==> config.mk <==
export PLATFORM = sky130hd
export DESIGN_NAME = timer16_top
export DESIGN_NICKNAME = d
export VERILOG_FILES = /design/src/pkg/timer_pkg.sv /design/src/pkg/count_path_if.sv /design/src/design/count_edge_detect.sv /design/src/design/prescale_div.sv /design/src/design/timer16_top.sv
export SDC_FILE = /design/constraint.sdc
export NUM_CORES = 1
export LEC_CHECK = 0
export ABC_AREA = 1
export BUFFER_PORTS_ARGS = -buffer_cell sky130_fd_sc_hd__buf_2
export CELL_PAD_IN_SITES_DETAIL_PLACEMENT = 0
export CELL_PAD_IN_SITES_GLOBAL_PLACEMENT = 2
export CORE_MARGIN = 2
export CORE_UTILIZATION = 24
export CTS_CLUSTER_SIZE = 20
export DETAILED_ROUTE_END_ITERATION = 8
export PLACE_DENSITY_LB_ADDON = 0.3
export SLEW_MARGIN = 20
export SYNTH_ARGS = -nofsm -noshare
export SYNTH_HDL_FRONTEND = slang
export SYNTH_HIERARCHICAL = 1
export SYNTH_SLANG_ARGS = --single-unit
==> constraint.sdc <==
create_clock -name pclk -period 6.3 [get_ports pclk]
set_input_delay 0.315 -clock pclk [delete_from_list [all_inputs] [get_ports pclk]]
set_output_delay 0.315 -clock pclk [all_outputs]
set_load 0.01 [all_outputs]
==> src/pkg/timer_pkg.sv <==
package timer_pkg;

  // Register map, byte addresses on the APB
  localparam int unsigned ADDR_W     = 8;
  localparam logic [7:0]  OFF_CNT_LO = 8'h00;
  localparam logic [7:0]  OFF_CNT_HI = 8'h04;
  localparam logic [7:0]  OFF_CTRL   = 8'h08;
  localparam logic [7:0]  OFF_GATE   = 8'h0C;
  localparam logic [7:0]  OFF_STAT   = 8'h10;
  localparam logic [7:0]  OFF_MASK   = 8'h14;

  // Field positions in timer_control_reg, gate_control_reg and status/mask
  localparam int CTRL_RUN      = 0;
  localparam int CTRL_SYNC_DIS = 2;
  localparam int CTRL_XTAL_EN  = 3;
  localparam int CTRL_PS_LSB   = 4;
  localparam int CTRL_CS_LSB   = 6;
  localparam int GATE_EN_BIT   = 7;
  localparam int STAT_OVF      = 0;

  // Writable bits of timer_control_reg; bit 1 is reserved and reads zero
  localparam logic [7:0] CTRL_WMASK = 8'hFD;
  localparam logic [7:0] CTRL_RST   = 8'h00;

  // Clock source codes of clock_source_field
  typedef enum logic [1:0] {
    SRC_INSTR = 2'b00,
    SRC_SYS   = 2'b01,
    SRC_EXT   = 2'b10,
    SRC_CPS   = 2'b11
  } clk_src_t;

  // Pin indices in the pin-input vector
  localparam logic [1:0] PIN_EXT  = 2'h0;
  localparam logic [1:0] PIN_XTAL = 2'h1;
  localparam logic [1:0] PIN_CPS  = 2'h2;
  localparam int         PIN_N    = 3;

  // Counting constants
  localparam int          PS_W       = 3;
  localparam logic [1:0]  PS_DIV8    = 2'h3;
  localparam logic [1:0]  PS_DIV1    = 2'h0;
  localparam logic [1:0]  PHASE_LAST = 2'h3;
  localparam logic [1:0]  PHASE_ONE  = 2'h1;
  localparam logic [15:0] COUNT_MAX  = 16'hFFFF;
  localparam logic [15:0] COUNT_ONE  = 16'h0001;
  localparam logic [15:0] SYS_STEP   = 16'h0004;
  localparam logic [15:0] COUNT_RST  = 16'h0000;

endpackage

==> src/pkg/count_path_if.sv <==
`timescale 1ns/1ps
// Signals between the timer core, its edge detector and its prescaler
interface count_path_if;
  logic [timer_pkg::PIN_N-1:0] src_pins;
  logic [1:0]                  src_idx;
  logic                        src_is_ext;
  logic                        rearm;
  logic                        edge_tick;
  logic                        tick_in;
  logic                        ps_clear;
  logic [1:0]                  ps_sel;
  logic                        ps_tick;

  modport top_mp  (output src_pins, src_idx, src_is_ext, rearm, tick_in, ps_clear, ps_sel,
                   input  edge_tick, ps_tick);
  modport edge_mp (input  src_pins, src_idx, src_is_ext, rearm,
                   output edge_tick);
  modport pre_mp  (input  tick_in, ps_clear, ps_sel,
                   output ps_tick);
endinterface

==> src/design/count_edge_detect.sv <==
`timescale 1ns/1ps
module count_edge_detect (
  input wire logic       pclk,
  input wire logic       presetn,
  count_path_if.edge_mp  cp
);

  typedef enum logic [1:0] {
    ARM_WAIT  = 2'b01,
    ARM_READY = 2'b10
  } arm_t;

  typedef struct packed {
    logic [timer_pkg::PIN_N-1:0] meta;
    logic [timer_pkg::PIN_N-1:0] sync;
    logic                        last;
    arm_t                        arm;
    logic                        tick;
  } edge_st_t;

  localparam edge_st_t EDGE_RST = '{'0, '0, 1'b0, ARM_WAIT, 1'b0};

  edge_st_t s_q;
  edge_st_t s_d;
  logic     level;

  // Every pin gets its own two stages; the source mux only sees second-stage levels
  always_comb begin
    s_d      = s_q;
    s_d.meta = cp.src_pins;
    s_d.sync = s_q.meta;
    level    = s_q.sync[cp.src_idx];
    s_d.last = level;
    s_d.tick = 1'b0;
    unique case (s_q.arm)
      ARM_WAIT: begin
        // A falling edge must be seen before a rising edge may count
        if (!cp.rearm && cp.src_is_ext && s_q.last && !level) begin
          s_d.arm = ARM_READY;
        end
      end
      ARM_READY: begin
        if (cp.rearm || !cp.src_is_ext) begin
          s_d.arm = ARM_WAIT;
        end else if (!s_q.last && level) begin
          s_d.tick = 1'b1;
        end
      end
      default: s_d.arm = ARM_WAIT;
    endcase
  end

  // Single state register
  always_ff @(posedge pclk or negedge presetn) begin
    if (!presetn) begin
      s_q <= EDGE_RST;
    end else begin
      s_q <= s_d;
    end
  end

  assign cp.edge_tick = s_q.tick;
endmodule

==> src/design/prescale_div.sv <==
`timescale 1ns/1ps
module prescale_div #(
  parameter int PS_W = timer_pkg::PS_W
) (
  input wire logic      pclk,
  input wire logic      presetn,
  count_path_if.pre_mp  cp
);

  typedef struct packed {
    logic [PS_W-1:0] cnt;
  } ps_st_t;

  ps_st_t          s_q;
  ps_st_t          s_d;
  logic [PS_W-1:0] limit;

  // Terminal count for a divide of 1, 2, 4 or 8
  function automatic logic [PS_W-1:0] ps_limit(input logic [1:0] sel);
    ps_limit = PS_W'((1 << sel) - 1);
  endfunction

  // Divider; >= keeps it from running past a lowered limit
  always_comb begin
    s_d   = s_q;
    limit = ps_limit(cp.ps_sel);
    if (cp.ps_clear) begin
      s_d.cnt = '0;
    end else if (cp.tick_in) begin
      s_d.cnt = (s_q.cnt >= limit) ? '0 : s_q.cnt + 1'b1;
    end
  end

  always_ff @(posedge pclk or negedge presetn) begin
    if (!presetn) begin
      s_q <= '0;
    end else begin
      s_q <= s_d;
    end
  end

  assign cp.ps_tick = cp.tick_in && !cp.ps_clear && (s_q.cnt >= limit);
endmodule

==> src/design/timer16_top.sv <==
// The placing of the registers and the APB slave port were decided locally.
`timescale 1ns/1ps
// Behaviour
// - Sixteen-bit up-counter; writing either byte replaces that byte at once.
// - Run bit low stops it; gate-enable set limits counting to gate permit.
// - Source field picks instruction, system, capacitive or pin/crystal clock.
// - System clock source adds four counts per instruction cycle.
// - External sources count rising edges, synchronised or not.
// - External counting needs a falling edge first after reset, write or stop.
// - Prescaler divides the selected clock by one, two, four or eight.
// - Prescaler is invisible to software and cleared by any count write.
// - Crystal oscillator runs while its enable is set, also in sleep.
// - Sync-disable set counts external edges without instruction phase alignment.
// - Unsynchronised external counting continues in sleep and overflow raises interrupt.
// - Switching sync mode may lose or add a single count.
// - Rollover from all ones to zero sets overflow flag; software clears it.
// - Count byte reads always return a valid byte, even while counting.
module timer16_top (
  input  wire logic                          pclk,
  input  wire logic                          presetn,
  input  wire logic                          psel,
  input  wire logic                          penable,
  input  wire logic                          pwrite,
  input  wire logic [timer_pkg::ADDR_W-1:0]  paddr,
  input  wire logic [31:0]                   pwdata,
  output logic      [31:0]                   prdata,
  output logic                               pready,
  output logic                               pslverr,
  input  wire logic                          external_count_pin,
  input  wire logic                          cps_osc_in,
  input  wire logic                          crystal_in_pin,
  output logic                               crystal_out_pin,
  input  wire logic                          gate_permit,
  input  wire logic                          sleep,
  output logic                               irq,
  output logic      [15:0]                   count_value
);

  typedef struct packed {
    logic [15:0] count;
    logic [7:0]  ctrl;
    logic        gate_en;
    logic        ovf;
    logic        mask;
    logic [1:0]  phase;
    logic        pend;
    logic [31:0] rdata;
    logic        slverr;
    logic        xtal_out;
  } top_st_t;

  localparam top_st_t TOP_RST = '{
    timer_pkg::COUNT_RST, timer_pkg::CTRL_RST, 1'b0, 1'b0, 1'b0,
    2'h0, 1'b0, 32'h0000_0000, 1'b0, 1'b0};

  top_st_t             s_q;
  top_st_t             s_d;
  timer_pkg::clk_src_t src;
  logic                run;
  logic                sync_dis;
  logic                xtal_en;
  logic                async_ext;
  logic                gate_ok;
  logic                cnt_en;
  logic                instr_tick;
  logic                src_tick;
  logic                setup;
  logic                access;
  logic                wr_lo;
  logic                wr_hi;
  logic                wr_any;
  logic                stat_clr;
  logic                ovf_evt;
  logic [15:0]         cnt_inc;

  count_path_if cp ();

  // Known word-aligned register offsets
  function automatic logic reg_hit(input logic [timer_pkg::ADDR_W-1:0] a);
    reg_hit = (a == timer_pkg::OFF_CNT_LO) || (a == timer_pkg::OFF_CNT_HI) ||
              (a == timer_pkg::OFF_CTRL)   || (a == timer_pkg::OFF_GATE)   ||
              (a == timer_pkg::OFF_STAT)   || (a == timer_pkg::OFF_MASK);
  endfunction

  // Control fields
  assign src       = timer_pkg::clk_src_t'(s_q.ctrl[timer_pkg::CTRL_CS_LSB +: 2]);
  assign run       = s_q.ctrl[timer_pkg::CTRL_RUN];
  assign sync_dis  = s_q.ctrl[timer_pkg::CTRL_SYNC_DIS];
  assign xtal_en   = s_q.ctrl[timer_pkg::CTRL_XTAL_EN];
  assign async_ext = sync_dis && src[1];

  // APB phases; the slave never inserts wait states
  assign setup    = psel && !penable;
  assign access   = psel && penable;
  assign wr_lo    = access && pwrite && (paddr == timer_pkg::OFF_CNT_LO);
  assign wr_hi    = access && pwrite && (paddr == timer_pkg::OFF_CNT_HI);
  assign wr_any   = wr_lo || wr_hi;
  assign stat_clr = access && !pwrite && (paddr == timer_pkg::OFF_STAT)
                    && s_q.rdata[timer_pkg::STAT_OVF];

  // Count enable: run bit, optional gate, and sleep freezes all but async external
  assign gate_ok    = !s_q.gate_en || gate_permit;
  assign cnt_en     = run && gate_ok && (!sleep || async_ext);
  assign instr_tick = (s_q.phase == timer_pkg::PHASE_LAST);

  // Source clock selection before the prescaler
  always_comb begin
    unique case (src)
      timer_pkg::SRC_INSTR: src_tick = instr_tick;
      timer_pkg::SRC_SYS:   src_tick = 1'b1;
      timer_pkg::SRC_EXT,
      timer_pkg::SRC_CPS: begin
        // Synchronised mode waits for the instruction-cycle boundary
        src_tick = sync_dis ? cp.edge_tick
                            : ((s_q.pend || cp.edge_tick) && instr_tick);
      end
    endcase
  end

  // Pin routing to the edge detector; code 10 picks pin or crystal
  always_comb begin
    cp.src_pins = {cps_osc_in, crystal_in_pin, external_count_pin};
    if (src == timer_pkg::SRC_CPS) begin
      cp.src_idx = timer_pkg::PIN_CPS;
    end else if (xtal_en) begin
      cp.src_idx = timer_pkg::PIN_XTAL;
    end else begin
      cp.src_idx = timer_pkg::PIN_EXT;
    end
  end

  assign cp.src_is_ext = src[1];
  assign cp.rearm      = !run || wr_any;
  assign cp.tick_in    = src_tick && cnt_en;
  assign cp.ps_clear   = wr_any;
  assign cp.ps_sel     = s_q.ctrl[timer_pkg::CTRL_PS_LSB +: 2];

  count_edge_detect u_edge (
    .pclk    (pclk),
    .presetn (presetn),
    .cp      (cp.edge_mp)
  );

  prescale_div #(
    .PS_W (timer_pkg::PS_W)
  ) u_pre (
    .pclk    (pclk),
    .presetn (presetn),
    .cp      (cp.pre_mp)
  );

  assign cnt_inc = s_q.count + timer_pkg::COUNT_ONE;
  assign ovf_evt = cp.ps_tick && !wr_any && (s_q.count == timer_pkg::COUNT_MAX);

  // Next state: counter, registers, interrupt flag and read data
  always_comb begin
    s_d       = s_q;
    s_d.phase = s_q.phase + timer_pkg::PHASE_ONE;
    // An edge that arrives mid-cycle waits for the boundary in synchronised mode
    s_d.pend  = (src[1] && !sync_dis) && (s_q.pend || cp.edge_tick) && !instr_tick;
    if (cp.ps_tick) begin
      s_d.count = cnt_inc;
    end
    // A byte write beats a concurrent increment
    if (wr_lo) begin
      s_d.count[7:0] = pwdata[7:0];
    end
    if (wr_hi) begin
      s_d.count[15:8] = pwdata[7:0];
    end
    if (access && pwrite && paddr == timer_pkg::OFF_CTRL) begin
      s_d.ctrl = pwdata[7:0] & timer_pkg::CTRL_WMASK;
    end
    if (access && pwrite && paddr == timer_pkg::OFF_GATE) begin
      s_d.gate_en = pwdata[timer_pkg::GATE_EN_BIT];
    end
    if (access && pwrite && paddr == timer_pkg::OFF_MASK) begin
      s_d.mask = pwdata[timer_pkg::STAT_OVF];
    end
    // Set wins over the read-clear; only a flag that was read is cleared
    s_d.ovf      = ovf_evt || (s_q.ovf && !stat_clr);
    s_d.xtal_out = xtal_en;
    // Read data captured in setup so the access phase needs no wait
    if (setup) begin
      s_d.slverr = !reg_hit(paddr);
      s_d.rdata  = 32'h0000_0000;
      if (!pwrite) begin
        unique case (paddr)
          timer_pkg::OFF_CNT_LO: s_d.rdata[7:0] = s_q.count[7:0];
          timer_pkg::OFF_CNT_HI: s_d.rdata[7:0] = s_q.count[15:8];
          timer_pkg::OFF_CTRL:   s_d.rdata[7:0] = s_q.ctrl;
          timer_pkg::OFF_GATE:   s_d.rdata[timer_pkg::GATE_EN_BIT] = s_q.gate_en;
          timer_pkg::OFF_STAT:   s_d.rdata[timer_pkg::STAT_OVF] = s_q.ovf;
          timer_pkg::OFF_MASK:   s_d.rdata[timer_pkg::STAT_OVF] = s_q.mask;
          default:               s_d.rdata = 32'h0000_0000;
        endcase
      end
    end
  end

  always_ff @(posedge pclk or negedge presetn) begin
    if (!presetn) begin
      s_q <= TOP_RST;
    end else begin
      s_q <= s_d;
    end
  end

  // Outputs
  assign prdata          = s_q.rdata;
  assign pready          = 1'b1;
  assign pslverr         = access && s_q.slverr;
  assign irq             = s_q.ovf && s_q.mask;
  assign crystal_out_pin = s_q.xtal_out;
  assign count_value     = s_q.count;
endmodule

# [Word-level counts from Yosys, hierarchy flattened]
# Cells that the tools add are included.
[word_totals] ff_bits=76 word_cells=123
[op_classes] n_addsub=4 order_cmp=2 eq_ne=14 n_shift=1 n_mux=22 reduce_logical=63
[ops] cell="1-bit logical AND" n=30
[ops] cell="8-bit two-way mux" n=3
[ops] cell="6-bit one-hot mux with 3 select lines" n=1
[ops] cell="16-bit by 1-bit adder with 16-bit output (second input constant)" n=1
[ops] cell="16-bit == test (second input constant)" n=1
[ops] cell="8-bit by 4-bit == test with 1-bit output (second input constant)" n=2
[ops] cell="8-bit by 5-bit == test with 1-bit output (second input constant)" n=2
[ops] cell="16-bit two-way mux" n=1
[ops] cell="1-bit zero test" n=14
[ops] cell="1-bit logical OR" n=12
[ops] cell="3-bit two-way mux" n=3
[ops] cell="2-bit == test (second input constant)" n=4
[ops] cell="8-bit by 3-bit == test with 1-bit output (second input constant)" n=1
[ops] cell="8-bit zero test" n=1
[ops] cell="1-bit two-way mux" n=6
[ops] cell="2-bit two-way mux" n=3
[ops] cell="2-bit nonzero test" n=3
[ops] cell="1-bit one-hot mux with 5 select lines" n=1
[ops] cell="2-bit by 1-bit == test with 1-bit output (second input constant)" n=2
[ops] cell="2-bit by 1-bit inequality test with 1-bit output (second input constant)" n=2
[ops] cell="1-bit one-hot mux with 4 select lines" n=1
[ops] cell="2-bit one-hot mux with 2 select lines" n=1
[ops] cell="3-bit by 1-bit adder with 3-bit output (second input constant)" n=1
[ops] cell="3-bit >= comparator" n=1
[ops] cell="other kinds (9)" n=9

# [Depth between registers and ports, before layout]
# Gate-level depths: netlist of the first run.
[depth] depth_word=11 depth_mapped=17 mapped_depth_nobuf=16

# [Cells and area by module]
# The synthesis of the first run kept the hierarchy.
[by_module_without_submodules] module="timer16_top" n_inst=1 cells_each=402 area_each_um2=2919.0 seq_area_each_um2=975.9
[by_module_without_submodules] module="count_edge_detect" n_inst=1 cells_each=33 area_each_um2=364.1 seq_area_each_um2=251.5
[by_module_without_submodules] module="prescale_div" n_inst=1 cells_each=41 area_each_um2=262.8 seq_area_each_um2=75.1

# [Worst setup path before layout of the first run]
# No wires, ideal clock.
[synth_timing] path_type="flip-flop to flip-flop" from="register s_q (netlist bit cp.ps_sel[1])" to="register s_q (netlist bit count_value[3])" setup_time_ns=0.117 arrival_time_ns=1.903 required_time_ns=6.183 slack_ns=4.281 stages_incl_launch_ff=14 path_buffers=1 cell_sequence="dfrtp_1 > or2_2 > ha_1 > inv_1 > nand2_1 > a21oi_2 > nor2_1 > buf_2 > inv_2 > nor2_1 > xor2_1 > nand2_1 > o21ai_1 > inv_2"
[synth_via] elab_chain_cells=5
[synth_rtl] element="from (decl)" line="timer16_top.sv:56" source="top_st_t s_q;"
[synth_rtl] element="from (signal assigned)" line="timer16_top.sv:203" source="s_q <= TOP_RST;"
[synth_rtl] element="from (signal assigned)" line="timer16_top.sv:205" source="s_q <= s_d;"
[synth_rtl] element="1-bit by 2-bit left shift with 3-bit output" line="prescale_div.sv:20" source="ps_limit = PS_W'((1 << sel) - 1);"
[synth_rtl] element="3-bit by 2-bit subtractor with 3-bit output" line="prescale_div.sv:20"
[synth_rtl] element="3-bit >= comparator" line="prescale_div.sv:42" source="assign cp.ps_tick = cp.tick_in && !cp.ps_clear && (s_q.cnt >= limit);"
[synth_rtl] element="1-bit logical AND" line="prescale_div.sv:42"
[synth_rtl] element="named net cp.ps_tick" line="count_path_if.sv:12" source="logic ps_tick;"
[synth_rtl] element="2-bit nonzero test (no source line)"
# The timed path passes the listed nets, and every way through them passes these cells.
# A chain may end at the register's enable or synchronous reset.

==> run metrics, run 1 <==
final cycle utilization of the critical path 46.8%; GRT Util Overall between 10 and 15%; DRC violations left 0; worst hold path depth 1; die width 126 µm; Pleak 2.11 nW; Post-synth EDFFs 0; Total Wirelength 9.30 mm; CP max stage delay between 0.6 and 0.7 ns; initial core utilization around a quarter; routability cong. between 0.8 and 0.9; GRT Residual Overflow 0; die height 126 µm; CTS root buf clkbuf_16; initial antenna violation count 0; Clock Latency Late Sink roughly 0.3 ns; I/O Pins 102; peak supply drop about 86 µV; Placed Area about 3700 µm²; fin cells 692; diode count 0; row count 44; nets ~560; Sw Ratio 21.9%; grt met3 use 2.10%; total power draw 797 µW; status finished, final reports clean; Hold-fix buffers, CTS 0; number of global-route vias before repair 2,803; Worst Hold Class primary input to register; syn avg cell area between 7 and 8 µm²; Worst-path clk slew about 0.070 ns; via count 2,872; reg2reg path depth 10; fmax 339 MHz; Clock Tree Buf Depth 2; crit-path most repeated cell nand2_1; met1 Use GR 16.3%; Reg power frac between 40% and 50%; register area share after synthesis 36.7%; Main synth FF type dfrtp_1; FFs w/ async S/R, synth 100%; layout cells sized above 1 23.8%; Placed Cells 684; worst setup path class register to register; Yosys top cell area share 36.0%; wire length of the first global-routing pass approximately 15 mm; slowest cell on the critical path nor2_1; met2 usage roughly a fifth; post-CTS setup buffers 0; synth-to-layout area growth 11.6%; P_sw around 170 µW; Logic pwr share 6.9%; Rel. slew slack 41.8%; via/cell ratio 4.15; hpwl dp 7.22 mm; min cycle time layout 2.95 ns; CP arrival between 3 and 4 ns; die area roughly 16,000 µm²; Final Hold Fails 0; DRT antenna net count 0; Critical Path RT about 6.5 ns; port bufs 52; RSZ-0062 raised after global routing no; largest net degree at the start of global routing 53; DRT iter0 DRCs 143; post-synth top area cell dfrtp_1; commonest non-fill, non-tap cell in the layout nand2_1; synth unique cells 40; pwr dens 201 nW/µm²; GRT busiest layer met2; Syn. warnings 6; Synth Register Bits 52; drt wl/cell 13.4 µm; CTS tree done; max-cap viol count 0; synthesized netlist cell count 476; internal power 623 µW; setup TNS 0 ns; slew at the pin with the worst max-slew slack approximately 0.87 ns; crit path launch type register; CTS resizes 0; clock power share a little under 50%; worst-path fanout max 9; H-tree depth 2; Setup crit end kind register; Cell Chain, Critical Path or2_2, ha_1, inv_1, nand2_1, a21oi_2, nor2_1, inv_2, nor4_1, nand3b_1, nand2_1; synth top area cells dfrtp_1, nand2_1, buf_4; mapped cell area 3550 µm²; most frequent cells in the layout nand2_1, buf_2, dfrtp_1; Slew Viols, Final 0; DRT Pass-1 Iters 4; final setup fails 0; clk sink count 52; core area ~14,000 µm²; Clock Skews 0.00486 ns; CTS Buf Count 5; post-route cell area 3960 µm²
[critical path, delay by kind of cell (launching register included)]
family | cells | cell delay [ns]
AO/OA/AOI/OAI | 1 | 0.09
adder cells (fa/ha/maj) | 1 | 0.28
buffers and inverters | 2 | 0.32
flip-flops | 1 | 0.43
AND/OR/NAND/NOR | 6 | 1.79
[worst paths after layout]
| kind | startpoint | endpoint | slack, ns |
|---|---|---|---|
| setup / recovery | cp.ps_sel[1] | s_q[38] | 3.35 |
| hold / removal | crystal_in_pin | u_edge/s_d[5] | 0.12 |
| setup reg to reg | cp.ps_sel[1] | s_q[38] | 3.35 |
| hold reg to reg | u_edge/s_d[6] | u_edge/s_q[6] | 0.35 |
| max in group asynchronous | presetn | s_q[1] | 5.68 |
| min in group asynchronous | presetn | prdata[4] | 0.15 |
[Yosys cell counts (4+ instances only)]
library cell and number:
inv_2 13, buf_4 49, nor2_2 7, nand3_1 47, xor2_1 4, a21oi_1 4, dfrtp_1 51, nand2_1 135
ha_1 6, nand2_2 10, nor2_1 31, o21ai_0 7, o21ai_1 6, nor2_4 5, nor3_1 4, o21ai_2 7
nand4_1 6, inv_1 50
[power by group through the flow]
stage / logic (mW) / registers [mW] / clock network (mW)
2_1_floorplan: 0.0442 / 0.350 / 0
3_3_place_gp: 0.0560 / 0.353 / 0
3_5_place_dp: 0.0567 / 0.353 / 0
4_1_cts: 0.0569 / 0.346 / 0.414
5_1_grt: 0.0628 / 0.347 / 0.424
6_report: 0.0552 / 0.346 / 0.396
[layout make-up]
| class | instances | area (µm²) |
|---|---|---|
| timing repair buffer | 53 | 268 |
| sequential | 52 | 1300 |
| multi-input combinational | 330 | 1690 |
| inverter | 65 | 249 |
| fill | 1628 | 10500 |
| clock inverter | 3 | 90.1 |
| clock buffer | 5 | 125 |
| tap | 184 | 230 |
[flip-flops by register name (all words and copies together), names as in the netlist]
register             flops
count_value             16
s_q                      9
prdata                   8
u_edge/s_q               6
u_edge/s_d               3
u_pre/s_q                3
cp.ps_sel                2
cp.src_is_ext            1
crystal_out_pin          1
run                      1
s_d                      1
u_edge/cp.edge_tick      1
[cells by family (layout without fill, tap and decap cells)]
group | count (synthesis) | count (layout) | synth area share (%)
fa+ha+maj | 6 | 6 | 2.12
other cells | 2 | 25 | 0.212
flops | 52 | 52 | 36.7
simple gates | 260 | 260 | 35.3
compound gates | 32 | 32 | 6.00
buf+inv | 117 | 126 | 18.0
xor+xnor | 7 | 7 | 1.73
[metal layers]
metal | routed length, µm | up-vias
li1 | - | 1483
met1 | 4390 | 1319
met2 | 4400 | 63
met3 | 367 | 7
met4 | 143 | 0
met5 | 0 | -
[per-stage QoR]
stage                     setup slack (ns)  utilization, %  hold slack, ns
final                                 3.35            27.3           0.119
after floorplan                       4.28               -          0.0194
after global placement                3.27            25.8           0.334
after detailed placement              3.23            25.8           0.337
after global routing                  3.14            27.3           0.107
after CTS                             3.30            27.3           0.106
(Power assumes the default switching activity.)
==> inputs of run 2 (changes only) <==
--- a/config.mk
+++ b/config.mk
@@ -5,7 +5,7 @@
 export SDC_FILE = /design/constraint.sdc
 export NUM_CORES = 1
 export LEC_CHECK = 0
-export ABC_AREA = 1
+export ABC_AREA = 0
 export BUFFER_PORTS_ARGS = -buffer_cell sky130_fd_sc_hd__buf_2
 export CELL_PAD_IN_SITES_DETAIL_PLACEMENT = 0
 export CELL_PAD_IN_SITES_GLOBAL_PLACEMENT = 2
==> constraint.sdc (replaced) <==
create_clock -name pclk -period 2.7 [get_ports pclk]
set_input_delay 0.135 -clock pclk [delete_from_list [all_inputs] [get_ports pclk]]
set_output_delay 0.135 -clock pclk [all_outputs]
set_load 0.01 [all_outputs]
==> run 2 against run 1 <==
Critical path depth is 2 higher. Die area is 14% lower. Design area is 9.9% lower. Clock skew is 0.010 ns higher. Register-to-register slack worse by 3.2 ns. Wire length is 21% lower. Fmax is 17% higher.
==> run metrics, run 2 <==
Worst Hold Class primary input to register; crit path launch type register; worst setup path class register to register; post-synthesis mux area share 6.20% (+6.2 points); nets 403 (-28%); Syn. warnings 6 (unchanged); Critical Path RT 2.85 ns (-3.68 ns); R2R Setup Slk 0.18 ns (-3.17 ns); syn avg cell area 10.2 µm² (+36%); CP max stage delay 0.37 ns (-0.30 ns); worst-path fanout max 4 (-5); register area share after synthesis 43.0% (+6.3 points); FFs w/ async S/R, synth 100% (unchanged); slew at the pin with the worst max-slew slack 0.645 ns (-0.225 ns); Synth Area in Compound Gates 11.6% (+5.6 points); Levels on crit path 12 (+2); synth unique cells 54 (+35%); WP buf/inv 2 (unchanged); layout cells sized above 1 31.0% (+7.2 points); pwr dens 482 nW/µm² (+140%); most frequent cells in the layout buf_2, dfrtp_1, nor2_1, conb_1, a21oi_1; synth top area cells dfrtp_1, buf_4, mux2_2; number of global-route vias before repair 2,137 (-24%); Clock Skews 0.0149 ns (+0.0100 ns); Clock Tree Buf Depth 2 (unchanged); post-route cell area 3570 µm² (-9.9%); synth-to-layout area growth 17.7%; via count 2,145 (-25%); Yosys top cell area share 42.1% (+6.1 points); H-tree depth 2 (unchanged); largest family of logic cells by synthesized area simple AND/OR/NAND/NOR gates; CTS Buf Count 5 (unchanged); reg2reg end count_value[11]; Synth Register Bits 52 (unchanged); die area 13,500 µm² (-14%); Reg2Reg Launch Point cp.ps_sel[1]; Post-synth EDFFs 0 (unchanged); drt wl/cell 14.2 µm (+5.7%); Slew Viols, Final 0 (unchanged); DRT Pass-1 Iters 4 (unchanged); Final Hold Fails 0 (unchanged); total power draw 1.72 mW (+120%); Core Util, Final 28.6% (+1.3 points); max-cap viol count 0 (unchanged); reg2reg path depth 12 (+2); Total Wirelength 7.39 mm (-21%); CTS root buf clkbuf_16; number of flip-flops in the largest register 16 (unchanged); Hold EP count_value[1]; die width 116 µm (-7.3%); initial antenna violation count 0 (unchanged); DRC violations left 0 (unchanged); RSZ-0062 raised after global routing no; wire length of the first global-routing pass 11.9 mm (-21%); DRT iter0 DRCs 78 (-45%); most frequent cell after synthesis dfrtp_1; status finished, final reports clean; DRT antenna net count 0 (unchanged); hpwl dp 5.74 mm (-21%); top cells by count, synth dfrtp_1, buf_4, nor2_1; clk sink count 52 (unchanged); CTS tree done; GRT Util Overall 11.4% (-0.89 points); min cycle time layout 2.52 ns (-0.431 ns); post-synth top area cell dfrtp_1; commonest non-fill, non-tap cell in the layout buf_2; Pleak 1.66 nW (-21%); largest net degree at the start of global routing 33 (-38%); final setup fails 0 (unchanged); Worst-path clk slew 0.08 ns (about the same); Rel. slew slack 56.9% (+15 points); HP Start pwdata[1]; post-CTS setup buffers 0 (unchanged); slowest cell on the critical path dfrtp_1; Main synth FF type dfrtp_1; Cell Chain, Critical Path or2_2, ha_1, nor2b_4, o21ai_2, and3b_2, buf_12, and3_1, nor3b_2, buf_4, nand2_1, xor2_1, a21oi_1; row count 41 (-6.8%); die height 116 µm (-7.3%); final cycle utilization of the critical path 93.3% (+46 points); Clock Latency Late Sink 0.30 ns (about the same); core area 12,500 µm² (-14%); routability cong. 0.751 (-6.2%); mapped cell area 3030 µm² (-15%); CP arrival 2.67 ns (-0.51 ns); Synth Area in Adders 2.48% (+0.36 points); Setup crit end kind register; Synth Area in Simple Gates 18.0% (-17 points); post-synthesis xor/xnor area fraction 4.34% (+2.6 points); worst hold path depth 3 (+2); diode count 0 (unchanged); port bufs 52 (unchanged); crit-path leading delay family simple AND/OR/NAND/NOR gates; synthesized netlist cell count 298 (-37%); via/cell ratio 4.13 (-0.61%); fmax 397 MHz (+17%); GRT Residual Overflow 0 (unchanged); I/O Pins 102 (unchanged); peak supply drop 225 µV (+160%); Placed Area 3340 µm² (-11%); initial core utilization 24.3% (-0.19 points); setup TNS 0 ns (unchanged)
## run 2: cell types whose count changed after synthesis, sizes merged, moves of 5 or more
cell	delta
inv	-58
nand3b	+6
a21oi	+14
nand2	-131
xor2	+6
nand3	-44
nor2	-20
a22oi	+10
mux2	+10
o21ai	-8
o31ai	+5
## run 2: final cells by class
type | count | area [µm²]
Clock buffer | 6 | 139
Multi-Input combinational cell | 207 | 1400
Timing Repair Buffer | 74 | 448
Sequential cell | 52 | 1300
Inverter | 7 | 26.3
Tap cell | 172 | 215
Fill cell | 1336 | 8900
Clock inverter | 2 | 38.8
## run 2: worst max-delay path by stage
stage                 start               to  slack [ns]
5_1_grt        cp.ps_sel[1]  count_value[15]        0.03
3_3_place_gp   cp.ps_sel[1]  count_value[10]        0.14
6_report       cp.ps_sel[1]  count_value[11]        0.18
2_1_floorplan  cp.ps_sel[1]   count_value[9]        0.26
3_5_place_dp   cp.ps_sel[1]   count_value[9]        0.17
4_1_cts        cp.ps_sel[1]  count_value[11]        0.15
## run 2: stage by stage
stage	hold slack, ns	cells	worst slack (ns)
2_1_floorplan	-0.161	321	0.255
3_3_place_gp	0.135	508	0.142
3_5_place_dp	0.131	508	0.174
4_1_cts	0.102	520	0.152
5_1_grt	0.112	520	0.0278
6_report	0.108	520	0.182
## run 2: report_power, final
part / switching (mW) / internal (mW) / leakage (nW)
Combinational: 0.0862 / 0.0494 / 0.880
Sequential: 0.0183 / 0.796 / 0.694
Clock: 0.303 / 0.465 / 0.0871
## run 2: logic make-up after synthesis
family / count (synthesis)
XOR/XNOR: 15
other: 2
multiplexers: 15
AO/OA/AOI/OAI: 55
buffers and inverters: 62
flip-flops: 52
AND/OR/NAND/NOR: 91
adder cells (fa/ha/maj): 6
## run 2: timing repair
action | CTS | global route
hold buffers | 4 | 0
gates resized for setup | 0 | 2
endpoints found under the setup margin | 0 | 2
endpoints found under the hold margin | 23 | 0
## run 2: tightest hold or removal path, stage by stage
cell and delay (ns):
buf_2 0.09, nor2_1 0.04, a21oi_1 0.10
## run 2: routing by layer
layer | wire length, µm | global-route usage, % | vias to the layer above
li1 | - | - | 1065
met1 | 3450 | 15.5 | 1020
met3 | 357 | 1.97 | 5
met2 | 3530 | 19.1 | 55
met4 | 48 | 2.14 | 0
met5 | 0 | 0 | -
==> inputs of run 3 (changes only) <==
--- a/config.mk
+++ b/config.mk
@@ -5,7 +5,7 @@
 export SDC_FILE = /design/constraint.sdc
 export NUM_CORES = 1
 export LEC_CHECK = 0
-export ABC_AREA = 0
+export ABC_AREA = 1
 export BUFFER_PORTS_ARGS = -buffer_cell sky130_fd_sc_hd__buf_2
 export CELL_PAD_IN_SITES_DETAIL_PLACEMENT = 0
 export CELL_PAD_IN_SITES_GLOBAL_PLACEMENT = 2
@@ -13,6 +13,7 @@
 export CORE_UTILIZATION = 24
 export CTS_CLUSTER_SIZE = 20
 export DETAILED_ROUTE_END_ITERATION = 8
+export GPL_ROUTABILITY_DRIVEN = 0
 export PLACE_DENSITY_LB_ADDON = 0.3
 export SLEW_MARGIN = 20
 export SYNTH_ARGS = -nofsm -noshare
==> constraint.sdc (replaced) <==
create_clock -name pclk -period 3 [get_ports pclk]
set_input_delay 0.15 -clock pclk [delete_from_list [all_inputs] [get_ports pclk]]
set_output_delay 0.15 -clock pclk [all_outputs]
set_load 0.01 [all_outputs]
==> run 3 against run 2 <==
Critical path depth fell by 2. Register-to-register slack improved by 0.58 ns. Fmax rose by 13%. Hold slack got worse by 0.023 ns. Total power fell by 11%. Global-route usage rose by 0.92 points. Wire length rose by 28%. Sequential share of layout area fell by 3.6 points. First-iteration DRC count rose by 68%. Die area rose by 16%. Design area rose by 11%. Flip-flop and latch count did not move. Critical path type unchanged.
==> run metrics, run 3 (synthesis gave the netlist of run 1 again) <==
diode count 0 (unchanged); fin cells 697 (+34%); via count 2,914 (+36%); GRT Util Overall 12.3% (+0.92 points); number of flip-flops in the largest register 16 (unchanged); HP Start pwdata[2]; setup TNS 0 ns (unchanged); DRT iter0 DRCs 131 (+68%); nets 568 (+41%); DRT antenna net count 0 (unchanged); CTS Buf Count 5 (unchanged); worst-path fanout max 9 (+5); fmax 447 MHz (+13%); die area 15,800 µm² (+16%); CTS resizes 0 (unchanged); Slew Viols, Final 0 (unchanged); initial antenna violation count 0 (unchanged); CTS tree done; die width 126 µm (+7.9%); filler cell count 1,640 (+23%); H-tree depth 2 (unchanged); number of global-route vias before repair 2,718 (+27%); Final Hold Fails 0 (unchanged); setup ws final 0.763 ns (+0.582 ns); synth-to-layout area growth 11.7%; Reg2Reg Launch Point cp.ps_sel[1]; crit path from cp.ps_sel[1]; worst setup path class register to register; commonest non-fill, non-tap cell in the layout nand2_1; min cycle time layout 2.24 ns (-0.282 ns); clk sink count 52 (unchanged); slew at the pin with the worst max-slew slack 0.732 ns (+0.0877 ns); RSZ-0062 raised after global routing no; largest net degree at the start of global routing 32 (-3.0%); Worst-path clk slew 0.08 ns (about the same); layout cells sized above 1 23.8% (-7.3 points); most frequent cells in the layout nand2_1, buf_2, dfrtp_1; Pleak 2.11 nW (+27%); final cycle utilization of the critical path 74.6% (-19 points); via/cell ratio 4.18 (+1.4%); port bufs 52 (unchanged); status finished, final reports clean; CP arrival 2.48 ns (-0.19 ns); GRT Residual Overflow 0 (unchanged); row count 44 (+7.3%); total power draw 1.53 mW (-11%); Clock Latency Late Sink 0.30 ns (about the same); Placed Cells 685 (+35%); Rel. slew slack 51.2% (-5.7 points); wire length of the first global-routing pass 15.0 mm (+26%); hpwl dp 7.42 mm (+29%); crit path launch type register; initial core utilization 24.5% (+0.19 points); pre-CTS setup slack 0.785 ns (+0.612 ns); drt wl/cell 13.6 µm (-4.5%); pwr dens 387 nW/µm² (-20%); max-cap viol count 0 (unchanged); Critical Path RT 3.24 ns (+0.39 ns); Setup crit end kind register; DRT Pass-1 Iters 4 (unchanged); final setup fails 0 (unchanged); worst hold slack 0.0856 ns (-0.0227 ns); peak supply drop 170 µV (-25%); core area 14,500 µm² (+16%); Total Wirelength 9.45 mm (+28%); CTS root buf clkbuf_16; DRC violations left 0 (unchanged); I/O Pins 102 (unchanged); die height 126 µm (+7.9%); Worst Hold Class primary input to register; Clock Tree Buf Depth 2 (unchanged); Clock Skews 0.00857 ns (-0.00629 ns)
run 3: metrics by stage:
stage / utilization, % / area, µm²
floorplan: - / 3630
global placement: 25.9 / 3750
detailed placement: 25.9 / 3750
CTS: 27.4 / 3960
global route: 27.4 / 3960
finish: 27.4 / 3960
run 3: area by class of cell:
| class | count | area [µm²] | area share, % |
|---|---|---|---|
| inverter | 65 | 249 | 6.29 |
| sequential | 52 | 1300 | 32.9 |
| timing repair buffer | 58 | 315 | 7.96 |
| clock inverter | 3 | 46.3 | 1.17 |
| clock buffer | 5 | 125 | 3.16 |
| multi-input combinational | 330 | 1690 | 42.7 |
| tap | 184 | 230 | 5.81 |
run 3: path summary, 6_finish.rpt:
path                                   end  slack (ns)  depth (start not counted)
min                        count_value[10]        0.09                          3
max                                s_q[38]        0.76                         10
min reg2reg                  u_edge/s_q[6]        0.35                          0
max reg2reg                        s_q[38]        0.76                         10
min in group asynchronous        prdata[3]        0.45                          2
max in group asynchronous  count_value[11]        1.75                          3
run 3: power breakdown:
| group | internal, mW | total (mW) | switching (mW) |
|---|---|---|---|
| clock network | 0.397 | 0.685 | 0.288 |
| registers | 0.713 | 0.726 | 0.0136 |
| logic | 0.0362 | 0.120 | 0.0838 |
| total | 1.15 | 1.53 | 0.385 |
run 3: layer usage:
metal / track usage (%) / routed length (µm) / up-vias / share of wire, %
met1: 16.7 / 4450 / 1348 / 47
met3: 2.35 / 412 / 8 / 4.4
met2: 19.8 / 4430 / 70 / 47
met5: 0 / 0 / - / 0
met4: 3.73 / 154 / 0 / 1.6
li1: - / - / 1488 / -
run 3: what timing repair did:
item / 4_1_cts / 5_1_grt
setup buffers: 0 / 0
endpoints found under the hold margin: 32 / 0
hold buffers: 4 / 0
run 3: critical path: stages (launching register included):
cell	delay (ns)
dfrtp_1	0.42
or2_2	0.31
ha_1	0.27
inv_1	0.03
nand2_1	0.06
a21oi_2	0.09
nor2_1	0.20
inv_2	0.16
nor4_1	0.32
nand3b_1	0.21
nand2_1	0.10
